`src/fdpc_cfg.svh`:
```
// Constants of the floppy drive pin control block.
// Assumes an APB slave with 32-bit data, one aligned word per register.
`ifndef FDPC_CFG_SVH
`define FDPC_CFG_SVH

// ------------------------------------------------------------
// Register byte offsets
// ------------------------------------------------------------
`define FDPC_OFS_DIGOUT 8'h00
`define FDPC_OFS_DSR 8'h04
`define FDPC_OFS_CFGCTL 8'h08
`define FDPC_OFS_FNEN 8'h0c
`define FDPC_OFS_FNCTL 8'h10
`define FDPC_OFS_MODE 8'h14
`define FDPC_OFS_CONF 8'h18
`define FDPC_OFS_LOCK 8'h1c
`define FDPC_OFS_SPEC 8'h20
`define FDPC_OFS_STAT 8'h24

// ------------------------------------------------------------
// Reset and default values
// ------------------------------------------------------------
`define FDPC_DIGOUT_RST 8'h00
`define FDPC_DSR_RST 8'h02
`define FDPC_CFGCTL_RST 8'h02
`define FDPC_FNEN_RST 8'h00
`define FDPC_FNCTL_RST 8'h00
`define FDPC_MODE_RST 8'h00
`define FDPC_CONF_RST 8'h00
`define FDPC_LOCK_RST 8'h00
`define FDPC_SPEC_RST 8'h00

// ------------------------------------------------------------
// Field positions, address width and pin levels
// ------------------------------------------------------------
`define FDPC_DIGOUT_EN_BIT 2
`define FDPC_DIGOUT_MOT_LSB 4
`define FDPC_DIGOUT_SEL 1:0
`define FDPC_DSR_RATE 1:0
`define FDPC_FNEN_FOUR_BIT 4
`define FDPC_FNCTL_SWAP_BIT 4
`define FDPC_FNCTL_RATE_BIT 0
`define FDPC_ADDR_W 8
`define FDPC_INACT_N 2'h3
`define FDPC_RATE_IDLE 2'h0
`define FDPC_OE_OFF 2'h0
`define FDPC_OE_ON 2'h3
`define FDPC_PULL_ON 2'h3
`define FDPC_PULL_OFF 2'h0

`endif

```
`src/fdpc_pkg.sv`:
```
// Types of the floppy drive pin control block.
// Assumes fdpc_cfg.svh for all numeric constants.
package fdpc_pkg;
  typedef logic [7:0] fdpc_byte_t;
  typedef enum logic {FDPC_IDLE, FDPC_ACTIVE} fdpc_ctl_e;
endpackage : fdpc_pkg

```
`src/fdpc_motor_if.sv`:
```
// Carrier between register file and motor encoder.
// Assumes one clock domain; signals are plain levels.
`timescale 1ns/1ns
interface fdpc_motor_if;
  logic [3:0] motorBits;
  logic [1:0] driveSel;
  logic fourDrive;
  logic swap;
  logic [1:0] motorLogic;
  modport ctrl (output motorBits, driveSel, fourDrive, swap,
                input motorLogic);
  modport enc (input motorBits, driveSel, fourDrive, swap,
               output motorLogic);
endinterface : fdpc_motor_if

```
`src/fdpc_motor_enc.sv`:
```
// Motor enable encoder: plain, four-drive and swapped forms.
// Assumes the caller registers and inverts the logical result.
`timescale 1ns/1ns
module fdpc_motor_enc
  import fdpc_pkg::*;
(
  // Register side
  fdpc_motor_if.enc mot
);
  logic [1:0] plainVal;
  logic [1:0] encVal;

  // ------------------------------------------------------------
  // Encoding
  // ------------------------------------------------------------
  always_comb begin
    plainVal = mot.motorBits[1:0];
    encVal[0] = mot.motorBits[mot.driveSel];
    encVal[1] = mot.driveSel[1];
  end

  always_comb begin
    if (mot.fourDrive) begin
      mot.motorLogic = mot.swap ? {encVal[0], encVal[1]} : encVal;
    end else begin
      mot.motorLogic = mot.swap ? {plainVal[0], plainVal[1]} : plainVal;
    end
  end
endmodule : fdpc_motor_enc

```
`src/fdpc_pin_ctrl.sv`:
```
// Floppy drive pin control: master reset, motor enables, media sense.
// Assumes an APB master on core_clk; master reset and media sense are
// asynchronous pins.
//
// Our own choices: the register offsets and the APB slave port.
`timescale 1ns/1ns
`include "fdpc_cfg.svh"
module fdpc_pin_ctrl
  import fdpc_pkg::*;
(
  // Clock and reset
  input wire logic core_clk,
  input wire logic resetn,
  // APB slave
  input wire logic psel,
  input wire logic penable,
  input wire logic pwrite,
  input wire logic [31:0] paddr,
  input wire logic [31:0] pwdata,
  output logic [31:0] prdata,
  output logic pready,
  output logic pslverr,
  // Master reset pin
  input wire logic masterResetIn,
  // Drive pins
  output logic [1:0] motorEnableN,
  input wire logic [1:0] mediaSenseIn,
  output logic [1:0] dataRateOut,
  output logic [1:0] dataRateOe,
  output logic [1:0] mediaPullupEn
);

  // ------------------------------------------------------------
  // Synchronisers
  // ------------------------------------------------------------
  logic mstRstMeta_r;
  logic mstRstSync_r;
  logic [1:0] senseMeta_r;
  logic [1:0] senseSync_r;

  always_ff @(posedge core_clk) begin
    if (!resetn) begin
      mstRstMeta_r <= 1'b0;
      mstRstSync_r <= 1'b0;
    end else begin
      mstRstMeta_r <= masterResetIn;
      mstRstSync_r <= mstRstMeta_r;
    end
  end

  always_ff @(posedge core_clk) begin
    if (!resetn) begin
      senseMeta_r <= 2'h0;
      senseSync_r <= 2'h0;
    end else begin
      senseMeta_r <= mediaSenseIn;
      senseSync_r <= senseMeta_r;
    end
  end

  // ------------------------------------------------------------
  // APB decode
  // ------------------------------------------------------------
  logic [`FDPC_ADDR_W-1:0] addr;
  logic access;
  logic wrEn;
  logic mapped;

  assign addr = paddr[`FDPC_ADDR_W-1:0];
  assign access = psel && penable;
  assign wrEn = access && pwrite;
  assign pready = 1'b1;

  always_comb begin
    case (addr)
      `FDPC_OFS_DIGOUT, `FDPC_OFS_DSR, `FDPC_OFS_CFGCTL, `FDPC_OFS_FNEN,
      `FDPC_OFS_FNCTL, `FDPC_OFS_MODE, `FDPC_OFS_CONF, `FDPC_OFS_LOCK,
      `FDPC_OFS_SPEC, `FDPC_OFS_STAT: mapped = (paddr[31:8] == 24'h0);
      default: mapped = 1'b0;
    endcase
  end

  assign pslverr = access && !mapped;

  // ------------------------------------------------------------
  // Registers
  // ------------------------------------------------------------
  fdpc_byte_t digOut_r;
  fdpc_byte_t dsr_r;
  fdpc_byte_t cfgCtl_r;
  fdpc_byte_t fnEn_r;
  fdpc_byte_t fnCtl_r;
  fdpc_byte_t mode_r;
  fdpc_byte_t conf_r;
  fdpc_byte_t lock_r;
  fdpc_byte_t spec_r;
  fdpc_ctl_e ctlState_r;
  fdpc_ctl_e ctlState_nxt;

  // Registers that master reset returns to defaults
  always_ff @(posedge core_clk) begin
    if (!resetn || mstRstSync_r) begin
      digOut_r <= `FDPC_DIGOUT_RST;
      dsr_r <= `FDPC_DSR_RST;
      cfgCtl_r <= `FDPC_CFGCTL_RST;
      mode_r <= `FDPC_MODE_RST;
      conf_r <= `FDPC_CONF_RST;
      lock_r <= `FDPC_LOCK_RST;
    end else if (wrEn && mapped) begin
      case (addr)
        `FDPC_OFS_DIGOUT: digOut_r <= pwdata[7:0];
        `FDPC_OFS_DSR: dsr_r <= pwdata[7:0];
        `FDPC_OFS_CFGCTL: cfgCtl_r <= pwdata[7:0];
        `FDPC_OFS_MODE: mode_r <= pwdata[7:0];
        `FDPC_OFS_CONF: conf_r <= pwdata[7:0];
        `FDPC_OFS_LOCK: lock_r <= pwdata[7:0];
        default: ;
      endcase
    end
  end

  // Chip configuration registers
  always_ff @(posedge core_clk) begin
    if (!resetn || mstRstSync_r) begin
      fnEn_r <= `FDPC_FNEN_RST;
      fnCtl_r <= `FDPC_FNCTL_RST;
    end else if (wrEn && addr == `FDPC_OFS_FNEN && mapped) begin
      fnEn_r <= pwdata[7:0];
    end else if (wrEn && addr == `FDPC_OFS_FNCTL && mapped) begin
      fnCtl_r <= pwdata[7:0];
    end
  end

  // Specify parameters: only the system reset clears them
  always_ff @(posedge core_clk) begin
    if (!resetn) begin
      spec_r <= `FDPC_SPEC_RST;
    end else if (wrEn && addr == `FDPC_OFS_SPEC && mapped) begin
      spec_r <= pwdata[7:0];
    end
  end

  // ------------------------------------------------------------
  // Controller state
  // ------------------------------------------------------------
  always_comb begin
    case (ctlState_r)
      FDPC_IDLE: ctlState_nxt = digOut_r[`FDPC_DIGOUT_EN_BIT] ?
                                FDPC_ACTIVE : FDPC_IDLE;
      FDPC_ACTIVE: ctlState_nxt = digOut_r[`FDPC_DIGOUT_EN_BIT] ?
                                  FDPC_ACTIVE : FDPC_IDLE;
      default: ctlState_nxt = FDPC_IDLE;
    endcase
  end

  always_ff @(posedge core_clk) begin
    if (!resetn || mstRstSync_r) begin
      ctlState_r <= FDPC_IDLE;
    end else begin
      ctlState_r <= ctlState_nxt;
    end
  end

  // ------------------------------------------------------------
  // Read data
  // ------------------------------------------------------------
  fdpc_byte_t rdByte;

  always_comb begin
    case (addr)
      `FDPC_OFS_DIGOUT: rdByte = digOut_r;
      `FDPC_OFS_DSR: rdByte = dsr_r;
      `FDPC_OFS_CFGCTL: rdByte = cfgCtl_r;
      `FDPC_OFS_FNEN: rdByte = fnEn_r;
      `FDPC_OFS_FNCTL: rdByte = fnCtl_r;
      `FDPC_OFS_MODE: rdByte = mode_r;
      `FDPC_OFS_CONF: rdByte = conf_r;
      `FDPC_OFS_LOCK: rdByte = lock_r;
      `FDPC_OFS_SPEC: rdByte = spec_r;
      `FDPC_OFS_STAT: rdByte = {4'h0, mstRstSync_r, ctlState_r == FDPC_ACTIVE,
                                senseSync_r};
      default: rdByte = 8'h00;
    endcase
  end

  always_ff @(posedge core_clk) begin
    if (!resetn) begin
      prdata <= 32'h0;
    end else if (psel && !penable) begin
      prdata <= mapped ? {24'h0, rdByte} : 32'h0;
    end
  end

  // ------------------------------------------------------------
  // Motor enables
  // ------------------------------------------------------------
  fdpc_motor_if mot ();

  assign mot.motorBits = digOut_r[`FDPC_DIGOUT_MOT_LSB +: 4];
  assign mot.driveSel = digOut_r[`FDPC_DIGOUT_SEL];
  assign mot.fourDrive = fnEn_r[`FDPC_FNEN_FOUR_BIT];
  assign mot.swap = fnCtl_r[`FDPC_FNCTL_SWAP_BIT];

  fdpc_motor_enc u_enc (
    .mot(mot.enc)
  );

  always_ff @(posedge core_clk) begin
    if (!resetn || mstRstSync_r) begin
      motorEnableN <= `FDPC_INACT_N;
    end else begin
      motorEnableN <= ~mot.motorLogic;
    end
  end

  // ------------------------------------------------------------
  // Media sense and data rate pins
  // ------------------------------------------------------------
  always_ff @(posedge core_clk) begin
    if (!resetn || mstRstSync_r) begin
      dataRateOut <= `FDPC_RATE_IDLE;
      dataRateOe <= `FDPC_OE_OFF;
      mediaPullupEn <= `FDPC_PULL_ON;
    end else if (fnCtl_r[`FDPC_FNCTL_RATE_BIT]) begin
      dataRateOut <= dsr_r[`FDPC_DSR_RATE];
      dataRateOe <= `FDPC_OE_ON;
      mediaPullupEn <= `FDPC_PULL_OFF;
    end else begin
      dataRateOut <= `FDPC_RATE_IDLE;
      dataRateOe <= `FDPC_OE_OFF;
      mediaPullupEn <= `FDPC_PULL_ON;
    end
  end

  // ------------------------------------------------------------
  // Assertions
  // ------------------------------------------------------------
  logic specWr;
  assign specWr = wrEn && addr == `FDPC_OFS_SPEC && mapped;

  logic fourSel;
  assign fourSel = digOut_r[`FDPC_DIGOUT_MOT_LSB +
                            digOut_r[`FDPC_DIGOUT_SEL]];
endmodule : fdpc_pin_ctrl

```
`config.mk`:
```
export PLATFORM = sky130hd
export DESIGN_NAME = fdpc_pin_ctrl
export DESIGN_NICKNAME = d
export VERILOG_FILES = /design/src/fdpc_pkg.sv /design/src/fdpc_motor_if.sv /design/src/fdpc_motor_enc.sv /design/src/fdpc_pin_ctrl.sv
export VERILOG_INCLUDE_DIRS = /design/src
export SDC_FILE = /design/constraint.sdc
export NUM_CORES = 1
export LEC_CHECK = 0
export ABC_AREA = 0
export BUFFER_PORTS_ARGS = -buffer_cell sky130_fd_sc_hd__buf_2
export CAP_MARGIN = 20
export CORE_AREA = 2 2 102 104
export DETAILED_ROUTE_END_ITERATION = 12
export DIE_AREA = 0 0 104 106
export PLACE_DENSITY = 0.76
export SLEW_MARGIN = 20
export SYNTH_ARGS = -nofsm -noshare
export SYNTH_HDL_FRONTEND = slang
export SYNTH_SLANG_ARGS = --single-unit
export TNS_END_PERCENT = 30
```
`constraint.sdc`:
```
create_clock -name core_clk -period 2 [get_ports core_clk]
set_input_delay 0.4 -clock core_clk [delete_from_list [all_inputs] [get_ports core_clk]]
set_output_delay 0.4 -clock core_clk [all_outputs]
set_load 0.01 [all_outputs]
```
==> impl_metrics.yaml, run 1 <==
cells_and_area:
  drive_gt1_share_pct: 29.2
  diodes: 0
  ff_latch_area_sq_mm: 0.00186
  area_delta_synth_final_pct: 19.6
  fill_cells: 895
  nets: 625
  stdcell_count: 694
  multi_input_area_sq_mm: 0.00225
status:
  status: "finished, final reports clean"
place:
  hpwl_mm: 7.89
  dp_cells: 677
  gp_congestion: 0.902
  portBuffers: 64
  pre_cts_ws_ns: -0.153
worst_setup_path:
  cp_slowest_cell: "nor4_1"
  cp_common_cell: "buf_2"
  rr_startpoint: "digOut_r[0]"
  cp-startpoint: "paddr[23]"
  crit_path_max_fanout: 3
  max_stage_delay_ns: 0.35
  start_kind: "primary input"
  path_cells: "buf_2, nor4_1, nand3_1, o311a_1, buf_2"
  rrSetupSlack_ns: 0.40
  r2r-end: "motorEnableN[1]"
  rr_worst_depth: 3
  cp.arrival_ns: 1.51
  criticalPathCategory: "primary input to primary output"
  worstPathRequired_ns: 1.60
  crit_path_end_kind: "primary output"
worst_hold_path:
  min_to: "mstRstMeta_r"
  min_from: "masterResetIn"
  hold_depth: 2
  hold_path_class: "primary input to flop"
synthesis:
  syn_area_sq_mm: 0.00439
  synth-edff-count: 0
  syn_avg_cell_area_sq_um: 9.18
  synth_ff_type: "dfxtp_1"
  yosys_warnings: 0
  synthTopCellsByCount: "dfxtp_1 (93), nand3_1 (71), o21ai_1 (41)"
  ys_ff_latch: 93
  synth_most_common_cell: "dfxtp_1"
  synthCells: 478
  yosysTopAreaCell: "dfxtp_1"
  seq_area_frac_synth_pct: 42.4
  synth.area.top_cells: "dfxtp_1 (42%), nand3_1 (8.1%), buf_4 (5.3%)"
  synthArstFlopShare_pct: 0
  synth.distinct_cells: 55
  synth_top_area_share_pct: 42.4
power_and_ir_drop:
  ir_drop_mv: 0.357
  power_uw: 3330
  power_density_mw_per_mm2: 634
  cellLeakagePower_uw: 0.00206
detailed_routing:
  first_pass_iters: 5
  drc_errors: 0
  wire_per_inst_microns: 15.6
  viasPerCell: 5.54
  wl_mm: 10.8
  drtAntennaViolNets: 0
  met3_length_microns: 734
  top_layer_used: "met4"
  drtIter0Drc: 322
  wl_met2_mm: 5.41
  vias: 3843
  wl_met1_mm: 4.38
grt:
  antenna_found_initial: 0
  grt_max_degree: 52
  grt_overflow: 0
  grt_pass1_wl_mm: 17.5
  grt_pass1_vias: 3553
  grt_usage_pct: 19.6
clock_tree:
  cts_buffers: 9
  htreeDepth: 3
  cts.reportedPaths.clkPinSlew_ns: 0.08
  cts.sinks: 93
  clkLatencyLatePin_ns: 0.35
  clockRootBuffer: "clkbuf_8"
  tritoncts: "yes"
  holdBufCountCts: 0
  clock_path_buffers: 2
floorplan:
  ios: 114
  placementRows: 37
  core-area_sq_mm: 0.0100
  fp.dieH_microns: 106
  dieArea_sq_mm: 0.0110
  die_w_microns: 104
  initial_utilization_pct: 43.9
timing:
  finalHoldViolations: 0
  timing.final.ws_setup_ns: 0.0935
  clock.fmax_mhz: 525
  holdWs_ns: 0.251
  finalWorstPathRequiredPeriod_ns: 1.91
  maxSlewViolCount: 0
  grt_setup_unrepaired: "false"
  skew_ns: 0.00832
  setup_viol: 0
  tns_ns: 0
  timing.final.crit_share_pct: 95.3
run:
  cap_violations: 0
[cell families after synthesis]
group	Yosys count	share of synthesized area [%]
other	2	0.171
buffers and inverters	66	9.30
and+or+nand+nor	181	24.3
muxes	20	6.93
AOI/OAI and AO/OA	116	16.9
DFF	93	42.4
[cell type report]
cell class	instances	share of cell area, %
clock buffer	14	3.29
tap	136	3.24
timing repair buffer	103	14.5
multi-input combinational	342	42.9
sequential	93	35.5
inverter	4	0.286
clock inverter	2	0.262
[critical path, delay by kind of cell]
kind | cells | cell delay (ns)
compound gates | 1 | 0.35
simple gates | 2 | 0.53
buf+inv | 2 | 0.23
[report_power, final]
part / internal, uW / switching (uW)
combinational: 97.4 / 183
sequential: 1860 / 3.28
clock: 559 / 631
[what timing repair did]
action / 4_1_cts / 5_1_grt
setup buffers: 0 / 1
setup endpoints to repair: 1 / 1
hold endpoints to repair: 0 / 0
pin swaps: 0 / 2
resized for setup: 1 / 5
[sequential cells by signal, indices dropped and copies added (netlist names), 2 cells and up]
name,cells
motorEnableN,2
dsr_r,8
digOut_r,8
fnCtl_r,8
conf_r,8
cfgCtl_r,8
prdata,8
senseSync_r,2
spec_r,8
mode_r,8
lock_r,8
senseMeta_r,2
dataRateOut,2
fnEn_r,8
[how the worst max path moves through the flow]
stage                endpoint  slack [ns]  cells after the start
global placement    prdata[7]       -0.05                      6
floorplan           fnEn_r[2]         0.1                      7
finish                pslverr        0.09                      5
CTS                   pslverr        0.04                      5
global route          pslverr        0.02                      5
detailed placement  prdata[0]       -0.15                      6
[routing by layer]
metal / track usage (%) / up-vias
met1: 24.0 / 1823
met4: 9.85 / 0
met5: 0 / -
met3: 3.74 / 23
li1: - / 1847
met2: 32.9 / 150
[cells in the final DEF (no fill, tap or decap), types with 3 or more instances in the layout]
master,count
nand3_1,71
and3_1,5
nor3_2,3
a222oi_1,4
conb_1,25
o21ai_2,8
nand2_1,39
o2bb2ai_1,6
o21ai_0,27
a22o_1,10
nor4_1,3
nor3_1,3
buf_4,27
a21oi_1,5
nand4_2,6
inv_1,4
and2_1,8
buf_2,64
mux2_2,3
mux2i_1,9
nor2_1,12
nand2b_1,4
nor4_4,4
o21ai_1,42
clkbuf_8,12
buf_12,12
dfxtp_1,93
mux4_2,8
[per-stage QoR]
| stage | instance area [sq um] | util, % |
|---|---|---|
| final | 5250 | 52.5 |
| after global routing | 5250 | 52.5 |
| after CTS | 5210 | 52.1 |
| after detailed placement | 5010 | 50.2 |
| after global placement | 5010 | 50.2 |
| after floorplan | 4470 | - |
(Power assumes the default switching activity.)
==> run 2: changes to the inputs <==
Settings changed: REMOVE_ABC_BUFFERS set to 1.
==> run 2 against run 1 <==
- register-to-register slack gained 0.05 ns
- total power up 7.4%
- clock power increased by 20%
- first-iteration DRC count is 19% lower
- clock-buffer cell count down 4
- flip-flop and latch count is the same
- utilization rose by 0.58 points
- setup slack worse by 0.034 ns
- hold slack got worse by 0.028 ns
- clock skew is 0.0052 ns higher
- via count is 0.60% lower
- critical path depth grew 2
==> impl_metrics.yaml, run 2 (synthesis gave the netlist of run 1 again) <==
clock_tree:
  tritoncts: "yes"
  clock_path_buffers: 2
  cts.reportedPaths.clkPinSlew_ns: 0.10
  clockRootBuffer: "clkbuf_8"
  htreeDepth: 3
  cts_buffers: 9
  cts.sinks: 93
  clkLatencyLatePin_ns: 0.37
timing:
  finalHoldViolations: 0
  finalWorstPathRequiredPeriod_ns: 1.94
  setup_viol: 0
  skew_ns: 0.0135
  timing.final.ws_setup_ns: 0.0592
  tightestPinTransition_ns: 0.559
  maxSlewViolCount: 0
  timing.final.crit_share_pct: 97.0
  slew-limit-headroom_pct: 62.7
  clock.fmax_mhz: 515
  grt_setup_unrepaired: "false"
worst_setup_path:
  crit_path_max_fanout: 5
  start_kind: "primary input"
  path_cells: "buf_2, buf_4, o21ai_1, nand2b_1, buf_4, o311a_1, buf_2"
  cp_slowest_cell: "o311a_1"
  max_stage_delay_ns: 0.27
  cp.arrival_ns: 1.54
  crit_path_end_kind: "primary output"
  criticalPathCategory: "primary input to primary output"
  worstPathRequired_ns: 1.60
power_and_ir_drop:
  ir_drop_mv: 0.366
  cellLeakagePower_uw: 0.00208
  power_density_mw_per_mm2: 674
cells_and_area:
  fin_area_sq_mm: 0.00531
  final_cell_mix: "dfxtp_1 (93), nand3_1 (70), buf_2 (64), o21ai_1 (42), nand2_1 (39)"
  drive_gt1_share_pct: 30.7
  area_delta_synth_final_pct: 20.9
  fin_util_pct: 53.1
  final_common_cell: "dfxtp_1"
  diodes: 0
  nets: 630
place:
  portBuffers: 64
  placed_cell_area_sq_mm: 0.00501
  pre_cts_ws_ns: -0.131
  gp_congestion: 0.873
  hpwl_mm: 8.00
run:
  cap_violations: 0
detailed_routing:
  vias: 3820
  wl_mm: 11.3
  drtAntennaViolNets: 0
  first_pass_iters: 5
  viasPerCell: 5.46
  drtIter0Drc: 260
  drc_errors: 0
  wire_per_inst_microns: 16.2
floorplan:
  core-area_sq_mm: 0.0100
  dieArea_sq_mm: 0.0110
  initial_utilization_pct: 43.9
  fp.dieH_microns: 106
  die_w_microns: 104
  ios: 114
  placementRows: 37
grt:
  antenna_found_initial: 0
  grt_pass1_vias: 3734
  grt_usage_pct: 20.6
  grt_pass1_wl_mm: 18.1
  grt_max_degree: 72
  grt_overflow: 0
status:
  status: "finished, final reports clean"
worst_hold_path:
  hold_path_class: "primary input to flop"
run 2: area by class of cell:
type / instances / area (sq um)
Fill cell: 868 / 4690
Multi-Input combinational cell: 342 / 2280
Sequential cell: 93 / 1860
Timing Repair Buffer: 108 / 751
Tap cell: 136 / 170
Clock buffer: 10 / 138
Clock inverter: 6 / 92.6
Inverter: 4 / 15.0
run 2: worst paths after layout:
path                     end           start  depth (start not counted)  slack (ns)
max reg2reg  motorEnableN[0]     digOut_r[0]                          3        0.45
min             mstRstMeta_r   masterResetIn                          2        0.22
max                  pslverr        paddr[4]                          7        0.06
min reg2reg   senseSync_r[1]  senseMeta_r[1]                          1        0.44
run 2: stage by stage:
stage	hold slack [ns]	std cells	setup TNS (ns)	total power [uW]
after CTS	0.218	701	0	3580
after global routing	0.223	699	0	3700
after global placement	0.413	683	-1.69	2160
final	0.223	699	0	3580
after floorplan	0.395	439	-124.65	2020
after detailed placement	0.420	683	-3.38	2170
run 2: per-layer routing:
metal  GRT usage, %  part of all wire, %  vias to the layer above
li1               -                    -                     1860
met1           24.0                   41                     1800
met2           36.2                   50                      139
met3           4.78                  6.1                       21
met4           9.17                  2.3                        0
met5              0                    0                        -
run 2: what timing repair did:
item	4_1_cts	5_1_grt
endpoints found under the setup margin	1	1
pin swaps	2	4
resized for setup	8	2
setup buffers	2	0
hold buffers	0	0
cloned	0	0
run 2: report_power, final:
part           internal [uW]  switching [uW]  total [uW]
Sequential              1860            2.43        1860
Clock                    747             684        1430
Combinational           96.3             191         287
run 2: worst max-delay path, delay by kind of cell:
family | cells | cell delay [ns]
buffers and inverters | 4 | 0.54
AOI/OAI and AO/OA | 2 | 0.47
and+or+nand+nor | 1 | 0.12
==> run 3: changes to the inputs <==
--- a/config.mk
+++ b/config.mk
@@ -13,5 +13,5 @@
 export DETAILED_ROUTE_END_ITERATION = 12
 export DIE_AREA = 0 0 104 106
-export PLACE_DENSITY = 0.76
+export PLACE_DENSITY = 0.74
 export REMOVE_ABC_BUFFERS = 1
 export SLEW_MARGIN = 20
==> constraint.sdc (replaced) <==
create_clock -name core_clk -period 2.4 [get_ports core_clk]
set_input_delay 0.72 -clock core_clk [delete_from_list [all_inputs] [get_ports core_clk]]
set_output_delay 0.72 -clock core_clk [all_outputs]
set_load 0.01 [all_outputs]
==> run 3 against run 2 <==
- the run now ends with negative setup slack left
- critical path depth fell by 2
- largest cell class unchanged
- register-to-register slack improved by 0.39 ns
- non-clock buffer count rose by 1
- global-route usage fell by 0.32 points
- highest routed layer unchanged
- utilization rose by 0.51 points
- final area rose by 0.97%
- first-iteration DRC count fell by 0.77%
- die area did not move
- clock skew barely moved
- sequential power fell by 17%
- flip-flop and latch count did not move
==> impl_metrics.yaml, run 3 (synthesis gave the netlist of run 1 again) <==
timing:
  grt_setup_unrepaired: "true"
  tightestPinTransition_ns: 0.534
  timing.final.crit_share_pct: 105
  clock.fmax_mhz: 396
  finalHoldViolations: 0
  skew_ns: 0.0140
  timing.final.ws_setup_ns: -0.125
  holdWs_ns: 0.435
  slew-limit-headroom_pct: 64.4
  setup_viol: 1
  finalWorstPathRequiredPeriod_ns: 2.52
  maxSlewViolCount: 0
cells_and_area:
  final_common_cell: "dfxtp_1"
  diodes: 0
  nets: 631
  stdcell_count: 700
  area_delta_synth_final_pct: 22.1
  fill_cells: 888
  fin_util_pct: 53.6
  final_cell_mix: "dfxtp_1 (93), nand3_1 (71), buf_2 (60), o21ai_1 (41)"
  drive_gt1_share_pct: 31.2
grt:
  antenna_found_initial: 0
  grt_overflow: 0
  grt_pass1_vias: 3587
  grt_usage_pct: 20.3
  grt_max_degree: 47
  grt_pass1_wl_mm: 17.9
worst_setup_path:
  crit_cells: 5
  path_cells: "buf_8, nor4_4, nand4_1, o311a_1, buf_2"
  worstSetupEndpoint: "pslverr"
  cp.arrival_ns: 1.80
  cp-startpoint: "paddr[21]"
  crit_path_max_fanout: 2
  worstPathRequired_ns: 1.68
  r2r-end: "motorEnableN[1]"
  crit_family: "simple AND/OR/NAND/NOR gates"
  cp_num_buf_inv: 2
  rrSetupSlack_ns: 0.84
  criticalPathCategory: "primary input to primary output"
  start_kind: "primary input"
  crit_path_end_kind: "primary output"
  rr_startpoint: "digOut_r[0]"
  cp_slowest_cell: "o311a_1"
  rr_worst_depth: 3
  max_stage_delay_ns: 0.33
clock_tree:
  tritoncts: "yes"
  clock_path_buffers: 2
  cts_buffers: 9
  cts.reportedPaths.clkPinSlew_ns: 0.10
  cts.sinks: 93
  holdBufCountCts: 0
  clockRootBuffer: "clkbuf_8"
  clkLatencyLatePin_ns: 0.37
  htreeDepth: 3
worst_hold_path:
  hold_depth: 1
  hold_path_class: "flop to flop"
run:
  cap_violations: 0
detailed_routing:
  wire_per_inst_microns: 15.8
  drtAntennaViolNets: 0
  first_pass_iters: 5
  vias: 3820
  drtIter0Drc: 258
  viasPerCell: 5.46
  drc_errors: 0
  wl_mm: 11.1
power_and_ir_drop:
  swShare_pct: 23.6
  p_seq_share_pct: 50.1
  ir_drop_mv: 0.264
  p_comb_share_pct: 8.0
  cellLeakagePower_uw: 0.00211
  p_int_uw: 2360
  power_density_mw_per_mm2: 577
  power_switching_uw: 730
  power_frac_clock_pct: 41.9
place:
  pre_cts_ws_ns: -0.186
  gp_congestion: 0.868
  dp_cells: 681
  portBuffers: 64
  hpwl_mm: 8.02
floorplan:
  fp.dieH_microns: 106
  initial_utilization_pct: 43.9
  die_w_microns: 104
  placementRows: 37
  dieArea_sq_mm: 0.0110
  ios: 114
  core-area_sq_mm: 0.0100
status:
  violations: "negative setup slack"
  status: "complete, but fails checks"
-- run 3: cell count changes in the layout (fill, tap and decap cells not counted), moves of 2 or more --
cell    previous run  this run
buf_12             8         6
buf_2             64        60
buf_6              0         3
buf_4             36        39
-- run 3: routing by layer --
metal / vias to the layer above / global-route usage (%) / share of wire [%] / routed length (microns)
li1: 1862 / - / - / -
met1: 1794 / 25.0 / 42 / 4630
met2: 144 / 34.7 / 50 / 5530
met3: 20 / 4.66 / 6.0 / 661
met4: 0 / 7.53 / 2.2 / 238
met5: - / 0 / 0 / 0
-- run 3: how the worst min path moves through the flow --
stage                              start               end  slack [ns]
after floorplan               fnCtl_r[0]  mediaPullupEn[0]        0.40
after global placement    senseMeta_r[0]    senseSync_r[0]        0.42
after detailed placement  senseMeta_r[1]    senseSync_r[1]        0.42
after CTS                 senseMeta_r[1]    senseSync_r[1]        0.44
after global routing        mstRstMeta_r      mstRstSync_r        0.46
final                     senseMeta_r[1]    senseSync_r[1]        0.43
-- run 3: area by class of cell --
type / instances / area [sq um] / share of cell area, %
Tap cell: 136 / 170 / 3.18
Inverter: 4 / 15.0 / 0.280
Multi-Input combinational cell: 342 / 2290 / 42.8
Clock buffer: 10 / 138 / 2.57
Sequential cell: 93 / 1860 / 34.8
Timing Repair Buffer: 109 / 762 / 14.2
Clock inverter: 6 / 115 / 2.15
-- run 3: power by group through the flow --
stage / combinational [uW] / clock (uW) / sequential (uW)
after floorplan: 97.4 / 0 / 1580
after global placement: 219 / 0 / 1580
after detailed placement: 224 / 0 / 1580
after CTS: 242 / 1310 / 1550
after global routing: 268 / 1370 / 1550
final: 248 / 1300 / 1550
-- run 3: through the flow --
step | instance area, sq um | setup TNS [ns] | power, uW
5_1_grt | 5360 | -0.151 | 3180
4_1_cts | 5330 | -0.0635 | 3100
3_3_place_gp | 4970 | -0.679 | 1800
3_5_place_dp | 4970 | -1.73 | 1810
6_report | 5360 | -0.125 | 3090
2_1_floorplan | 4080 | -119.05 | 1680
-- run 3: what timing repair did --
| item | CTS | global route |
|---|---|---|
| pin swaps | 6 | 2 |
| endpoints found under the setup margin | 1 | 1 |
| resized for setup | 15 | 3 |
| buffers inserted | 2 | 1 |
| cloned | 0 | 0 |
